## config.mk

```make
export PLATFORM = sky130hd
export DESIGN_NAME = nibble_cpu_core
export DESIGN_NICKNAME = d
export VERILOG_FILES = /design/src/logic/nibble_core_pkg.sv /design/src/logic/nibble_cpu_core.sv
export VERILOG_INCLUDE_DIRS = /design/src /design/src/logic
export SDC_FILE = /design/constraint.sdc
export NUM_CORES = 1
export LEC_CHECK = 0
export BUFFER_PORTS_ARGS = -buffer_cell sky130_fd_sc_hd__buf_4
export CAP_MARGIN = 20
export CELL_PAD_IN_SITES_DETAIL_PLACEMENT = 2
export CELL_PAD_IN_SITES_GLOBAL_PLACEMENT = 2
export CORE_MARGIN = 3
export CORE_UTILIZATION = 32
export CTS_BUF_LIST = sky130_fd_sc_hd__clkbuf_16
export CTS_CLUSTER_SIZE = 28
export DETAILED_ROUTE_END_ITERATION = 16
export PLACE_DENSITY = 0.65
export SYNTH_ARGS = -nofsm -noshare
export SYNTH_HDL_FRONTEND = slang
export SYNTH_SLANG_ARGS = --single-unit
export TNS_END_PERCENT = 1
```

## constraint.sdc

```tcl
create_clock -name i_mclk -period 8.4 [get_ports i_mclk]
set_clock_uncertainty 0.15 [all_clocks]
set_input_delay 0.42 -clock i_mclk [delete_from_list [all_inputs] [get_ports i_mclk]]
set_output_delay 0.42 -clock i_mclk [all_outputs]
set_load 0.005 [all_outputs]
```

## src/logic/nibble_core_cfg.svh

```systemverilog
`ifndef NIBBLE_CORE_CFG_SVH
`define NIBBLE_CORE_CFG_SVH
// ==========================================
// widths
`define PC_W 12
`define LOW_W 11
`define DADDR_W 10
`define INSTR_W 16
`define STACK_DEPTH 8
`define STACK_W 13
`define RESULT_W 10
// ==========================================
// vector slots
`define VEC_RESET 12'h000
`define VEC_CONV 12'h001
`define VEC_TMR0 12'h002
`define VEC_TMR1 12'h003
`define VEC_PORT 12'h004
// ==========================================
// system register and data map
`define A_IE 10'h000
`define A_IRQ 10'h001
`define A_T0M 10'h002
`define A_T1M 10'h003
`define A_TBR 10'h00e
`define A_INX 10'h00f
`define A_DPL 10'h010
`define A_DPM 10'h011
`define A_DPH 10'h012
`define A_PORT_C_DIRECTION 10'h01a
`define A_PORT_D_DIRECTION 10'h01b
`define A_PORT_E_DIRECTION 10'h01c
`define A_WDT 10'h01e
`define A_PWMC 10'h020
`define A_RESERVED_KEEP_ZERO 10'h021
`define A_PPL 10'h022
`define A_PPH 10'h023
`define A_PDF 10'h024
`define A_PDL 10'h025
`define A_PDH 10'h026
`define A_ADC_LO 10'h02d
`define A_ADC_MID 10'h02e
`define A_ADC_HI 10'h02f
`define A_SYS_END 10'h02f
`define A_DATA_LO 10'h030
`define A_DATA_HI 10'h0ef
`define A_RDT0 10'h380
`define A_RDT2 10'h382
`define A_RDT3 10'h383
`define A_PORT_D_IRQ_ENABLE 10'h384
`define A_PORT_D_IRQ_FLAG 10'h385
`define A_PORT_B_IRQ_ENABLE 10'h386
`define A_PORT_B_IRQ_FLAG 10'h387
`define A_PUA 10'h388
`define A_PUB 10'h389
`define A_PUC 10'h38a
`define A_PUD 10'h38b
`define A_PUE 10'h38c
`define A_HI_END 10'h38c
// ==========================================
// field positions
`define WDT_OVF_BIT 3
`define IRQ_CONV_BIT 3
`define IRQ_TMR0_BIT 2
`define IRQ_TMR1_BIT 1
`define IRQ_PORT_BIT 0
// ==========================================
// opcodes in instruction bits 15:12
`define OP_ALUA 4'h0
`define OP_ALUB 4'h1
`define OP_MISC 4'h2
`define OP_ADI 4'h3
`define OP_SBI 4'h4
`define OP_ANDIM 4'h5
`define OP_EORIM 4'h6
`define OP_ORIM 4'h7
`define OP_BA 4'h8
`define OP_BCOND 4'h9
`define OP_JMP 4'ha
`define OP_CALL 4'hb
`define OP_RETURN_WITH_CONSTANT_INSTR 4'hc
`define OP_INTERRUPT_RETURN_INSTR 4'hd
`define OP_TABLE_JUMP_INSTR 4'he
`define OP_NOP 4'hf
`endif

```

## src/logic/nibble_core_pkg.sv

```systemverilog
`include "nibble_core_cfg.svh"
package nibble_core_pkg;
  // ==========================================
  // sequencer states
  typedef enum logic [2:0] {
    ST_FETCH = 3'b001,
    ST_EXEC = 3'b010,
    ST_TABLE = 3'b100
  } core_state_e;

  // data memory request
  typedef struct packed {
    logic [`DADDR_W-1:0] addr;
    logic [3:0] wdata;
    logic we;
  } ram_req_s;

  // whole core state
  typedef struct packed {
    core_state_e st;
    logic [`PC_W-1:0] pc;
    logic [`PC_W-1:0] rom_addr;
    logic [`INSTR_W-1:0] instr;
    logic [3:0] ac;
    logic cy;
    logic busy;
    logic [`STACK_DEPTH-1:0][`STACK_W-1:0] stack;
    logic [63:0][3:0] lo;
    logic [15:0][3:0] hi;
    logic [2:0][3:0] rdt_addr;
    logic [3:0][3:0] rdt_data;
    ram_req_s ram;
  } core_state_s;
endpackage

```

## src/logic/nibble_cpu_core.sv

```systemverilog
`timescale 1ns/1ps
`default_nettype none
`include "nibble_core_cfg.svh"
// Function
// - 12-bit pc: page bit plus ripple counter
// - jump may set the page bit
// - carry catches overflow, stacked, restored by iret
// - alu add, sub, decimal, logic, branch, shift
// - accumulator holds results and transfers data
// - table jump uses pc high, tbr, ac
// - constant return loads tbr and accumulator
// - pointer built from 3, 3, 4 bits
// - pseudo index reaches memory at pointer
// - eight 13-bit entries, carry on top
// - stack is lifo, returns pop pc
// - ninth push silently drops the oldest
// - memory and registers kept while halted
// - direct address reaches every register, word
// - program memory 4096 words of 16
// - low addresses are reset, interrupt vectors
// - rom table: address load, word readout
// - low nibble write starts table fetch
// - watchdog top bit read only flag
// - converter result over three nibbles
// - unimplemented bits read as zero
module nibble_cpu_core (
  // clock, reset, freeze
  input wire logic i_mclk,
  input wire logic i_srst,
  input wire logic i_ce,
  // program memory
  output logic [`PC_W-1:0] o_rom_addr,
  input wire logic [`INSTR_W-1:0] i_rom_data,
  // data memory
  output nibble_core_pkg::ram_req_s o_ram_req,
  input wire logic [3:0] i_ram_rdata,
  // peripheral events and status
  input wire logic [3:0] i_irq_event,
  input wire logic i_port_b_fall,
  input wire logic i_port_d_fall,
  input wire logic [`RESULT_W-1:0] i_adc_result,
  input wire logic i_wdt_overflow,
  // core visibility
  output logic [`PC_W-1:0] o_pc,
  output logic [3:0] o_accumulator,
  output logic o_carry_flag,
  output logic [2:0] o_watchdog_ctrl
);

  nibble_core_pkg::core_state_s s_reg;
  nibble_core_pkg::core_state_s s_next;

  logic [3:0] op;
  logic [1:0] sub;
  logic [3:0] imm;
  logic [3:0] m;
  logic [3:0] wd;
  logic wr;
  logic tbl_go;
  logic [4:0] res;
  logic [3:0] pend;
  logic [3:0] ack;
  logic [`PC_W-1:0] vec;
  logic [`PC_W-1:0] pc_inc;
  logic [`DADDR_W-1:0] ea;
  logic [`DADDR_W-1:0] ptr;
  logic [`DADDR_W-1:0] a;
  logic imm_form;

  // ==========================================
  // helpers
  // implemented bits of each system register
  function automatic logic [3:0] wmask(input logic [`DADDR_W-1:0] ad);
    if (ad inside {`A_IE, `A_IRQ, `A_T0M, `A_TBR, `A_DPL, `A_PORT_C_DIRECTION,
        `A_PORT_D_DIRECTION, `A_PWMC, `A_PPL, `A_PPH, `A_PDL, `A_PDH}) begin
      wmask = 4'hf;
    end else if (ad inside {`A_T1M, `A_DPM, `A_DPH, `A_WDT}) begin
      wmask = 4'h7;
    end else if (ad == `A_PDF) begin
      wmask = 4'h3;
    end else if (ad inside {`A_PORT_E_DIRECTION, `A_RESERVED_KEEP_ZERO, `A_PORT_D_IRQ_ENABLE, `A_PORT_D_IRQ_FLAG,
        `A_PUA, `A_PUD, `A_PUE}) begin
      wmask = 4'h1;
    end else if (ad inside {`A_PORT_B_IRQ_ENABLE, `A_PORT_B_IRQ_FLAG, `A_PUB}) begin
      wmask = 4'h8;
    end else if (ad == `A_PUC) begin
      wmask = 4'h4;
    end else begin
      wmask = 4'h0;
    end
  endfunction

  // four-bit add with carry in, carry out on top
  function automatic logic [4:0] add4(input logic [3:0] x,
      input logic [3:0] y, input logic ci);
    add4 = {1'b0, x} + {1'b0, y} + {4'h0, ci};
  endfunction

  // ==========================================
  // decode fields and pointer
  assign op = s_reg.instr[15:12];
  assign sub = s_reg.instr[11:10];
  assign imm = s_reg.instr[11:8];
  assign a = s_reg.ram.addr;
  assign ptr = {s_reg.lo[`A_DPH][2:0], s_reg.lo[`A_DPM][2:0],
    s_reg.lo[`A_DPL]};
  assign pc_inc = {s_reg.pc[`PC_W-1],
    s_reg.pc[`LOW_W-1:0] + `LOW_W'(1)};
  assign pend = s_reg.lo[`A_IE] & s_reg.lo[`A_IRQ];

  // ==========================================
  // operand read mux
  always_comb begin
    if (a == `A_ADC_LO) begin
      m = {2'b00, i_adc_result[1:0]};
    end else if (a == `A_ADC_MID) begin
      m = i_adc_result[5:2];
    end else if (a == `A_ADC_HI) begin
      m = i_adc_result[9:6];
    end else if (a == `A_WDT) begin
      m = {i_wdt_overflow, s_reg.lo[`A_WDT][2:0]};
    end else if (a <= `A_SYS_END) begin
      m = s_reg.lo[a[5:0]] & wmask(a);
    end else if (a >= `A_DATA_LO && a <= `A_DATA_HI) begin
      m = i_ram_rdata;
    end else if (a >= `A_RDT0 && a <= `A_RDT3) begin
      m = s_reg.rdt_data[a[1:0]];
    end else if (a >= `A_RDT0 && a <= `A_HI_END) begin
      m = s_reg.hi[a[3:0]] & wmask(a);
    end else begin
      m = 4'h0;
    end
  end

  // ==========================================
  // interrupt source selection, highest first
  always_comb begin
    if (pend[`IRQ_CONV_BIT]) begin
      vec = `VEC_CONV;
      ack = 4'h8;
    end else if (pend[`IRQ_TMR0_BIT]) begin
      vec = `VEC_TMR0;
      ack = 4'h4;
    end else if (pend[`IRQ_TMR1_BIT]) begin
      vec = `VEC_TMR1;
      ack = 4'h2;
    end else begin
      vec = `VEC_PORT;
      ack = 4'h1;
    end
  end

  // ==========================================
  // effective address of the fetched word
  always_comb begin
    imm_form = i_rom_data[15:12] inside {`OP_ADI, `OP_SBI, `OP_ANDIM,
      `OP_EORIM, `OP_ORIM};
    ea = imm_form ? {2'b00, i_rom_data[7:0]} : i_rom_data[9:0];
    if (ea == `A_INX) begin
      ea = ptr;
    end
  end

  // ==========================================
  // sequencer and datapath
  always_comb begin
    s_next = s_reg;
    s_next.ram.we = 1'b0;
    wr = 1'b0;
    wd = s_reg.ac;
    tbl_go = 1'b0;
    res = 5'h00;
    case (s_reg.st)
      nibble_core_pkg::ST_FETCH: begin
        if (!s_reg.busy && (|pend)) begin
          // take the interrupt in place of the fetch
          s_next.stack = {s_reg.stack[`STACK_DEPTH-2:0],
            s_reg.cy, s_reg.pc};
          s_next.pc = vec;
          s_next.rom_addr = vec;
          s_next.busy = 1'b1;
        end else begin
          s_next.instr = i_rom_data;
          s_next.ram.addr = ea;
          s_next.st = nibble_core_pkg::ST_EXEC;
        end
      end
      nibble_core_pkg::ST_EXEC: begin
        s_next.pc = pc_inc;
        case (op)
          `OP_ALUA: begin
            // add and subtract, carry set means no borrow
            case (sub)
              2'd0: res = add4(s_reg.ac, m, 1'b0);
              2'd1: res = add4(s_reg.ac, m, s_reg.cy);
              2'd2: res = add4(s_reg.ac, ~m, 1'b1);
              default: res = add4(s_reg.ac, ~m, s_reg.cy);
            endcase
            s_next.ac = res[3:0];
            s_next.cy = res[4];
          end
          `OP_ALUB: begin
            case (sub)
              2'd0: s_next.ac = s_reg.ac & m;
              2'd1: s_next.ac = s_reg.ac ^ m;
              2'd2: s_next.ac = s_reg.ac | m;
              default: s_next.ac = m;
            endcase
          end
          `OP_MISC: begin
            case (sub)
              2'd0: wr = 1'b1;
              2'd1: begin
                // decimal adjust after add
                if (s_reg.ac > 4'h9 || s_reg.cy) begin
                  s_next.ac = s_reg.ac + 4'h6;
                  s_next.cy = 1'b1;
                end
              end
              2'd2: begin
                // decimal adjust after subtract
                if (!s_reg.cy) begin
                  s_next.ac = s_reg.ac + 4'ha;
                end
              end
              default: begin
                s_next.ac = {1'b0, s_reg.ac[3:1]};
                s_next.cy = s_reg.ac[0];
              end
            endcase
          end
          `OP_ADI, `OP_SBI: begin
            res = (op == `OP_ADI) ? add4(m, imm, 1'b0) :
              add4(m, ~imm, 1'b1);
            s_next.ac = res[3:0];
            s_next.cy = res[4];
          end
          `OP_ANDIM, `OP_EORIM, `OP_ORIM: begin
            // memory-immediate logic, result to both
            if (op == `OP_ANDIM) begin
              wd = m & imm;
            end else if (op == `OP_EORIM) begin
              wd = m ^ imm;
            end else begin
              wd = m | imm;
            end
            wr = 1'b1;
            s_next.ac = wd;
          end
          `OP_BA: begin
            if (s_reg.ac[sub]) begin
              s_next.pc = {s_reg.pc[11:10], s_reg.instr[9:0]};
            end
          end
          `OP_BCOND: begin
            if ((sub == 2'd0 && s_reg.ac == 4'h0) ||
                (sub == 2'd1 && s_reg.ac != 4'h0) ||
                (sub == 2'd2 && s_reg.cy) ||
                (sub == 2'd3 && !s_reg.cy)) begin
              s_next.pc = {s_reg.pc[11:10], s_reg.instr[9:0]};
            end
          end
          `OP_JMP: begin
            s_next.pc = s_reg.instr[11:0];
          end
          `OP_CALL: begin
            s_next.stack = {s_reg.stack[`STACK_DEPTH-2:0],
              s_reg.cy, pc_inc};
            s_next.pc = s_reg.instr[11:0];
          end
          `OP_RETURN_WITH_CONSTANT_INSTR: begin
            // carry left alone on this return
            s_next.pc = s_reg.stack[0][`PC_W-1:0];
            s_next.stack = {`STACK_W'(0),
              s_reg.stack[`STACK_DEPTH-1:1]};
            s_next.lo[`A_TBR] = s_reg.instr[7:4];
            s_next.ac = s_reg.instr[3:0];
          end
          `OP_INTERRUPT_RETURN_INSTR: begin
            s_next.pc = s_reg.stack[0][`PC_W-1:0];
            s_next.cy = s_reg.stack[0][`STACK_W-1];
            s_next.stack = {`STACK_W'(0),
              s_reg.stack[`STACK_DEPTH-1:1]};
            s_next.busy = 1'b0;
          end
          `OP_TABLE_JUMP_INSTR: begin
            s_next.pc = {s_reg.pc[11:8], s_reg.lo[`A_TBR],
              s_reg.ac};
          end
          default: begin
          end
        endcase
        // register or memory write
        if (wr) begin
          if (a <= `A_SYS_END) begin
            s_next.lo[a[5:0]] = wd & wmask(a);
          end else if (a >= `A_DATA_LO && a <= `A_DATA_HI) begin
            s_next.ram.we = 1'b1;
            s_next.ram.wdata = wd;
          end else if (a >= `A_RDT0 && a <= `A_RDT2) begin
            s_next.rdt_addr[a[1:0]] = wd;
            tbl_go = (a == `A_RDT0);
          end else if (a > `A_RDT3 && a <= `A_HI_END) begin
            s_next.hi[a[3:0]] = wd & wmask(a);
          end
        end
        // next fetch, or a table read first
        if (tbl_go) begin
          s_next.rom_addr = s_next.rdt_addr;
          s_next.st = nibble_core_pkg::ST_TABLE;
        end else begin
          s_next.rom_addr = s_next.pc;
          s_next.st = nibble_core_pkg::ST_FETCH;
        end
      end
      nibble_core_pkg::ST_TABLE: begin
        s_next.rdt_data = i_rom_data;
        s_next.rom_addr = s_reg.pc;
        s_next.st = nibble_core_pkg::ST_FETCH;
      end
      default: begin
        s_next.st = nibble_core_pkg::ST_FETCH;
        s_next.rom_addr = s_reg.pc;
      end
    endcase
    // port edge flags, gated by their enables
    if (i_port_d_fall && s_reg.hi[`A_PORT_D_IRQ_ENABLE][0]) begin
      s_next.hi[`A_PORT_D_IRQ_FLAG][0] = 1'b1;
    end
    if (i_port_b_fall && s_reg.hi[`A_PORT_B_IRQ_ENABLE][3]) begin
      s_next.hi[`A_PORT_B_IRQ_FLAG][3] = 1'b1;
    end
    // request flags: accept clears, new events win
    s_next.lo[`A_IRQ] = s_next.lo[`A_IRQ] & ~(
      (s_reg.st == nibble_core_pkg::ST_FETCH && !s_reg.busy &&
      (|pend)) ? ack : 4'h0);
    s_next.lo[`A_IRQ] = s_next.lo[`A_IRQ] | i_irq_event |
      {3'b000, (i_port_d_fall && s_reg.hi[`A_PORT_D_IRQ_ENABLE][0]) ||
      (i_port_b_fall && s_reg.hi[`A_PORT_B_IRQ_ENABLE][3])};
  end

  // ==========================================
  // state register, frozen while enable low
  always_ff @(posedge i_mclk) begin
    if (i_srst) begin
      s_reg <= '0;
      s_reg.st <= nibble_core_pkg::ST_FETCH;
      s_reg.pc <= `VEC_RESET;
      s_reg.rom_addr <= `VEC_RESET;
    end else if (i_ce) begin
      s_reg <= s_next;
    end
  end

  // ==========================================
  // outputs
  assign o_rom_addr = s_reg.rom_addr;
  assign o_ram_req = s_reg.ram;
  assign o_pc = s_reg.pc;
  assign o_accumulator = s_reg.ac;
  assign o_carry_flag = s_reg.cy;
  assign o_watchdog_ctrl = s_reg.lo[`A_WDT][2:0];

endmodule
`default_nettype wire
```

==> results.md, run 1 <==
* Row cnt at 93
* Unrepaired setup endpoints after global routing: no
* Cells on worst reg2reg path at 19
* Cts repair resizes at 0
* Warnings, synthesis at 0
* Post-DP HPWL at 55,430 um
* Postcts setup bufs at 0
* First-pass GRT wire length at roughly 120,000 um
* Worst Path Buf+Inv at 3
* Hold-fix buffers, CTS at 17
* Most frequent cells in the layout: dfxtp_1 (425), nand2_1 (350), nor2_1 (271), a21oi_1 (184), and2_1 (145)
* Later-pin clock latency in the skew report at around 0.61 ns
* Synth Flop Type: dfxtp_1
* Synth Area per Inst at 8.815 um2
* WS Path Type: reg2reg
* Die W at 264.1 um
* Final hold violation count at 0
* Finished Cell Area at 0.02420 mm2
* Fin crit period at 6.064 ns
* Area share of the largest cell type after synthesis at between 40% and 50%
* Syn nets at approximately 2,500
* ANT nets after route at 0
* CP endpoint kind: flip-flop
* WHS at 0.01975 ns
* DIE HEIGHT at about 260 um
* DP Area at between 0.02 and 0.025 mm2
* XOR/XNOR Fraction of Synth Area at roughly 1.1%
* Post-synthesis mux area share at 10.21%
* Vias in the first global route at 19,780
* Most common cell after layout, fill and taps aside: dfxtp_1
* Biggest cell delay along the critical path at 0.66 ns
* ANT cells at 0
* Largest family of logic cells by synthesized area: simple AND/OR/NAND/NOR gates
* Area Overhead vs Synth at 13.55%
* Synth Register Bits at 428
* Slowest-stage cell, CP: o221ai_1
* DR WL/cell at 23.98 um
* Register area share after synthesis at 40.20%
* CP startpoint kind: flip-flop
* Peak Freq at 0.1649 GHz
* IO Pins at 87
* Post-synth EDFFs at 0
* Cell Pwr Density at 207.5 mW/mm2
* Clk slew on worst S/H paths at 0.06 ns
* Initial DRC Count at ~1,100
* Fin crit share at between 70 and 80%
* Least-Margin Pin Slew at 1.116 ns
* Starting Density at 32.71%
* Synthesized instance count at about 2,400
* Total of max-cap violations at 0
* Final setup violation count at 0
* Area contributors post-synth: dfxtp_1 (40%), mux4_2 (6.2%), nand2_1 (6.2%)
* Share of post-route cells with drive strength above 1 at 14.30%
* Worst endpoint data arrival time at roughly 6.4 ns
* Tot GR Track Use at 22.21%
* Post-Syn Area at around 0.021 mm2
* Worst path top cell family by delay: compound AO/OA/AOI/OAI gates
* Area of the core at 0.06516 mm2
* Worst-path fanout max at 18
* Yosys top cell by area: dfxtp_1
* CP Cell Sequence: buf_4, nand2b_1, nor2_1, a211o_1, a221oi_2, a21oi_1, o221ai_1, a41oi_1, ha_1, inv_1, fa_1, inv_1, ha_1, nand2_1, o21ai_0, a211oi_1, o31ai_1, a2111oi_0, a311oi_1
* Final wirelength at just under 80,000 um
* Initial antenna violation count at 0
* Run status: finished, final reports clean
* Max Slew Vio Count at 0
* GPL Wtd Cong at 0.8523
* Post-Synth Adder-Cell Area at 2.583%
* Setup TNS at 0 ns
* Worst slew margin at between 20 and 30%
* Nets at 2,472
* Pwr Total at 5.022 mW
* Clock sink count at approximately 430
* Placed Cells at 3,172
* Critical path depth at 19
* Count of cell types in the netlist at 101
* CTS Buf Count at 52
* Hold crit path type: in2reg
* Simple-gate share of the synthesized area at 22.06%
* Die Area at 0.06974 mm2
* Layout Cells excl Fill at approximately 3,300
* Iteration count of the initial detailed-routing pass at 8
* GRT overflow at 0
* Largest register FFs at between 300 and 400
* Hold Crit Depth at 3
* Clock buffer depth at 3
* Vias per std cell at 5.580
* H-tree Lvls at 2
* PortBufs at 84
* CTS tree: done
* Asr flop ratio synth at 0%
* Required @ worst endpoint at 8.69 ns
* Largest net degree at the start of global routing at about 110
* Via Count at 18,350
* VDD IR max at 0.1369 mV
* Compound-gate portion of the synthesized area at 17.82%
* Clock root buffer: clkbuf_16
* LEAKAGE at 8.427 nW
* DRC viols at 0
worst paths after layout:
check,from,endpoint,slack (ns)
hold / removal,i_irq_event[2],s_reg[113],0.02
setup / recovery,a[5],o_accumulator[1],2.34
setup reg to reg,a[5],o_accumulator[1],2.34
hold reg to reg,s_reg[263],s_reg[263],0.30
kinds of logic (layout without fill, tap and decap cells):
kind of cell | Yosys count | count (layout)
AO/OA/AOI/OAI | 538 | 538
XOR/XNOR | 24 | 24
adder cells (fa/ha/maj) | 41 | 41
buffers and inverters | 261 | 276
flip-flops | 428 | 428
multiplexers | 143 | 143
AND/OR/NAND/NOR | 983 | 983
metal layers:
layer / wire length, um / vias to the layer above / track usage (%)
li1: - / 8473 / -
met1: 36400 / 9453 / 29.77
met2: 38280 / 303 / 38.12
met3: 2287 / 118 / 2.356
met4: 1888 / 0 / 5.705
met5: 0 / - / 0
final cells by class:
class / instances / area, um2
flip-flops and latches: 428 / 8577
repair buffers: 147 / 1190
fillers: 7206 / 40960
well taps: 855 / 1070
multi-input cells: 1729 / 11500
inverters: 33 / 123.9
clock inverters: 43 / 421.7
clock buffers: 53 / 1326
power by group:
part,internal (mW),total (mW),switching [mW]
clock network,1.36,2.31,0.944
registers,2.06,2.12,0.0584
logic,0.207,0.599,0.391
synth_stat cells, drive strengths merged, types with 4 or more instances:
cell / instances
a2111oi: 6
a211oi: 36
a21o: 6
a21oi: 189
a221o: 4
a221oi: 7
a222oi: 9
a22oi: 22
a311oi: 89
a31oi: 15
and2: 146
and3: 14
buf: 122
clkbuf: 106
dfxtp: 428
fa: 5
ha: 36
inv: 32
mux2: 6
mux2i: 78
mux4: 59
nand2: 352
nand2b: 15
nand3: 45
nand4: 7
nor2: 276
nor2b: 47
nor3: 35
nor3b: 8
nor4: 11
o211ai: 12
o21a: 7
o21ai: 63
o221ai: 9
o22ai: 18
o31ai: 10
or2: 5
xnor2: 13
xor2: 10
metrics by stage:
stage                     utilization, %  setup slack [ns]
after floorplan                        -             4.125
after global placement             34.12             2.461
after detailed placement           34.14             2.374
after CTS                          37.08             2.333
after global routing               37.14             1.955
final                              37.14             2.336
worst register-to-register path, stage by stage (launching register included):
cell       delay [ns]
dfxtp_1          0.31
buf_4            0.27
nand2b_1         0.52
nor2_1           0.19
a211o_1          0.36
a221oi_2         0.53
a21oi_1          0.14
o221ai_1         0.66
a41oi_1          0.33
ha_1             0.29
inv_1            0.09
fa_1             0.45
inv_1            0.10
ha_1             0.23
nand2_1          0.06
o21ai_0          0.09
a211oi_1         0.37
o31ai_1          0.16
a2111oi_0        0.44
a311oi_1         0.16
(Power assumes the default switching activity.)
==> run 2, diff against run 1 <==
PLACE_DENSITY = 0.67   (was 0.65)
clock period = 5.53 ns   (was 8.4 ns; I/O delays follow)
==> run 2 against run 1 <==
First-iteration DRC count is 19% higher. Via count is 2.0% higher. Flip-flop and latch count stayed put. Clock power is 46% higher. Clock-buffer cell count stayed put. Critical path type unchanged. Largest power group unchanged. Highest routed layer is now met5.
==> results.md, run 2 (synthesis results as in run 1) <==
* Worst path top cell family by delay: compound AO/OA/AOI/OAI gates
* Final wirelength at between 80,000 and 90,000 um
* Vias in the first global route at 20,180
* Layout Cells excl Fill at between 3,000 and 4,000
* Sequential share of power at 42.5%
* Setup TNS at 0 ns
* Clock root buffer: clkbuf_16
* Largest net degree at the start of global routing at around 120
* RR Startpoint: a[3]
* Clock sink count at 428
* CP endpoint kind: flip-flop
* Unrepaired setup endpoints after global routing: no
* Cell Pwr Density at 306.9 mW/mm2
* GPL Wtd Cong at 0.8683
* Reg2reg setup slack at 0.28 ns
* Hold endpoint: o_accumulator[0]
* Slowest-stage cell, CP: dfxtp_2
* Share of post-route cells with drive strength above 1 at 15.56%
* Most frequent cells in the layout: dfxtp_1 (424), nand2_1 (350), nor2_1 (270), a21oi_1 (184), buf_4 (166)
* Comb pwr share at 12.9%
* Clk pwr share at 44.6%
* DRC viols at 0
* CTS Buf Count at 52
* Tot GR Track Use at 23.06%
* Later-pin clock latency in the skew report at 0.62 ns
* Peak Freq at 0.1903 GHz
* Worst Path Buf+Inv at 3
* Row cnt at between 90 and 100
* Required @ worst endpoint at about 6 ns
* First-pass GRT wire length at 126,500 um
* Post-DP HPWL at 57,700 um
* Worst slew margin at a little under a third
* Initial antenna violation count at 2
* Crit path from: a[3]
* Cells on worst reg2reg path at 16
* CP Cell Sequence: buf_4, nand2b_1, buf_4, nor2_1, nand3_1, a21oi_1, o21ai_0, and2_1, ha_1, nand2_1, a21oi_1, a21oi_1, a21oi_4, o21ai_1, a311oi_1, dlygate4sd3_1
* Iteration count of the initial detailed-routing pass at 7
* Starting Density at between 30% and 40%
* Fin crit period at ~5.3 ns
* Max Slew Vio Count at 0
* Total of max-cap violations at 0
* HP Start: i_adc_result[0]
* Fin crit share at 95.01%
* IO Pins at between 80 and 90
* Power Internal at 5.417 mW
* Initial DRC Count at roughly 1,300
* PortBufs at 84
* Most frequent CP cell: a21oi_1
* Nets at 2,523
* # fillers at 7,204
* Switch share at 28.26%
* ANT nets after route at 0
* LEAKAGE at 8.678 nW
* Run status: finished, final reports clean
* ANT cells at 0
* Via Count at 18,710
* Most common cell after layout, fill and taps aside: dfxtp_1
* Die W at approximately 260 um
* Largest register FFs at 363
* CP startpoint kind: flip-flop
* Worst endpoint data arrival time at 5.65 ns
* Psw at 2.134 mW
* Final setup violation count at 0
* H-tree Lvls at 2
* RR Endpoint: s_reg[113]
* Die Area at about 0.070 mm2
* VDD IR max at between 0.2 and 0.25 mV
* Clk slew on worst S/H paths at approximately 0.06 ns
* Biggest cell delay along the critical path at 0.70 ns
* Hold Crit Depth at 5
* Worst-path fanout max at 19
* DR WL/cell at 24.67 um
* Area of the core at 0.06516 mm2
* Final hold violation count at 0
* Clock buffer depth at 3
* Placed Cells at 3,216
* DIE HEIGHT at approximately 260 um
* GRT overflow at 0
* Area Overhead vs Synth at 15.43%
* WS Path Type: reg2reg
* Hold crit path type: in2reg
* CTS tree: done
* Least-Margin Pin Slew at 1.023 ns
* Vias per std cell at 5.610
## run 2: changes by cell type in the layout (fill, tap and decap cells not counted), sizes merged
cell / delta
buf: +46
clkinv: -13
inv: +11
dlygate4sd3: +5
bufinv: -3
clkinvlp: +1
## run 2: final cells by class
class                   count  area (um2)  area share [%]
clock buffers              53        1326           5.390
flip-flops and latches    428        8578           34.86
well taps                 855        1070           4.348
inverters                  33       123.9          0.5034
clock inverters            39       341.6           1.388
multi-input cells        1729       11500           46.73
repair buffers            198        1668           6.779
## run 2: worst min-delay path: cells and delay by family
kind	cells	cell delay, ns
buf+inv	1	0.09
simple gates	3	0.25
compound gates	1	0.12
## run 2: stage by stage
stage | hold WS (ns) | power [mW] | utilization (%) | setup slack, ns | area [um2]
floorplan | 0.2625 | 3.846 | - | 1.255 | 21320
global placement | 0.2867 | 4.186 | 34.67 | 0.2967 | 22590
detailed placement | 0.2918 | 4.207 | 34.67 | 0.2988 | 22590
CTS | 0.005264 | 7.629 | 37.57 | 0.02638 | 24480
global route | 0.05193 | 7.894 | 37.76 | 0.004364 | 24600
finish | 0.03576 | 7.551 | 37.76 | 0.2757 | 24600
## run 2: metal layers
| layer | GRT usage, % | part of all wire, % | up-vias |
|---|---|---|---|
| li1 | - | - | 8571 |
| met1 | 29.96 | 44 | 9654 |
| met2 | 39.52 | 49 | 357 |
| met3 | 3.679 | 4.4 | 125 |
| met4 | 6.565 | 2.7 | 2 |
| met5 | 0 | 0.013 | - |
## run 2: worst max-delay path by stage
stage	end	slack [ns]	cells after the start
final	s_reg[113]	0.28	16
after global routing	s_reg[113]	0.004	16
after CTS	s_reg[113]	0.03	16
after detailed placement	o_accumulator[1]	0.30	20
after global placement	o_accumulator[1]	0.30	20
after floorplan	o_accumulator[1]	1.26	20
## run 2: power by group through the flow
stage	logic [mW]	clock network [mW]	registers (mW)
final	0.971	3.37	3.21
after global routing	1.06	3.62	3.22
after CTS	0.941	3.47	3.22
after detailed placement	0.920	0	3.29
after global placement	0.902	0	3.28
after floorplan	0.624	0	3.22
## run 2: timing repair
item	4_1_cts	5_1_grt
endpoints found under the setup margin	0	2
endpoints found under the hold margin	77	0
hold buffers	22	0
buffers inserted	0	2
resized for setup	0	4
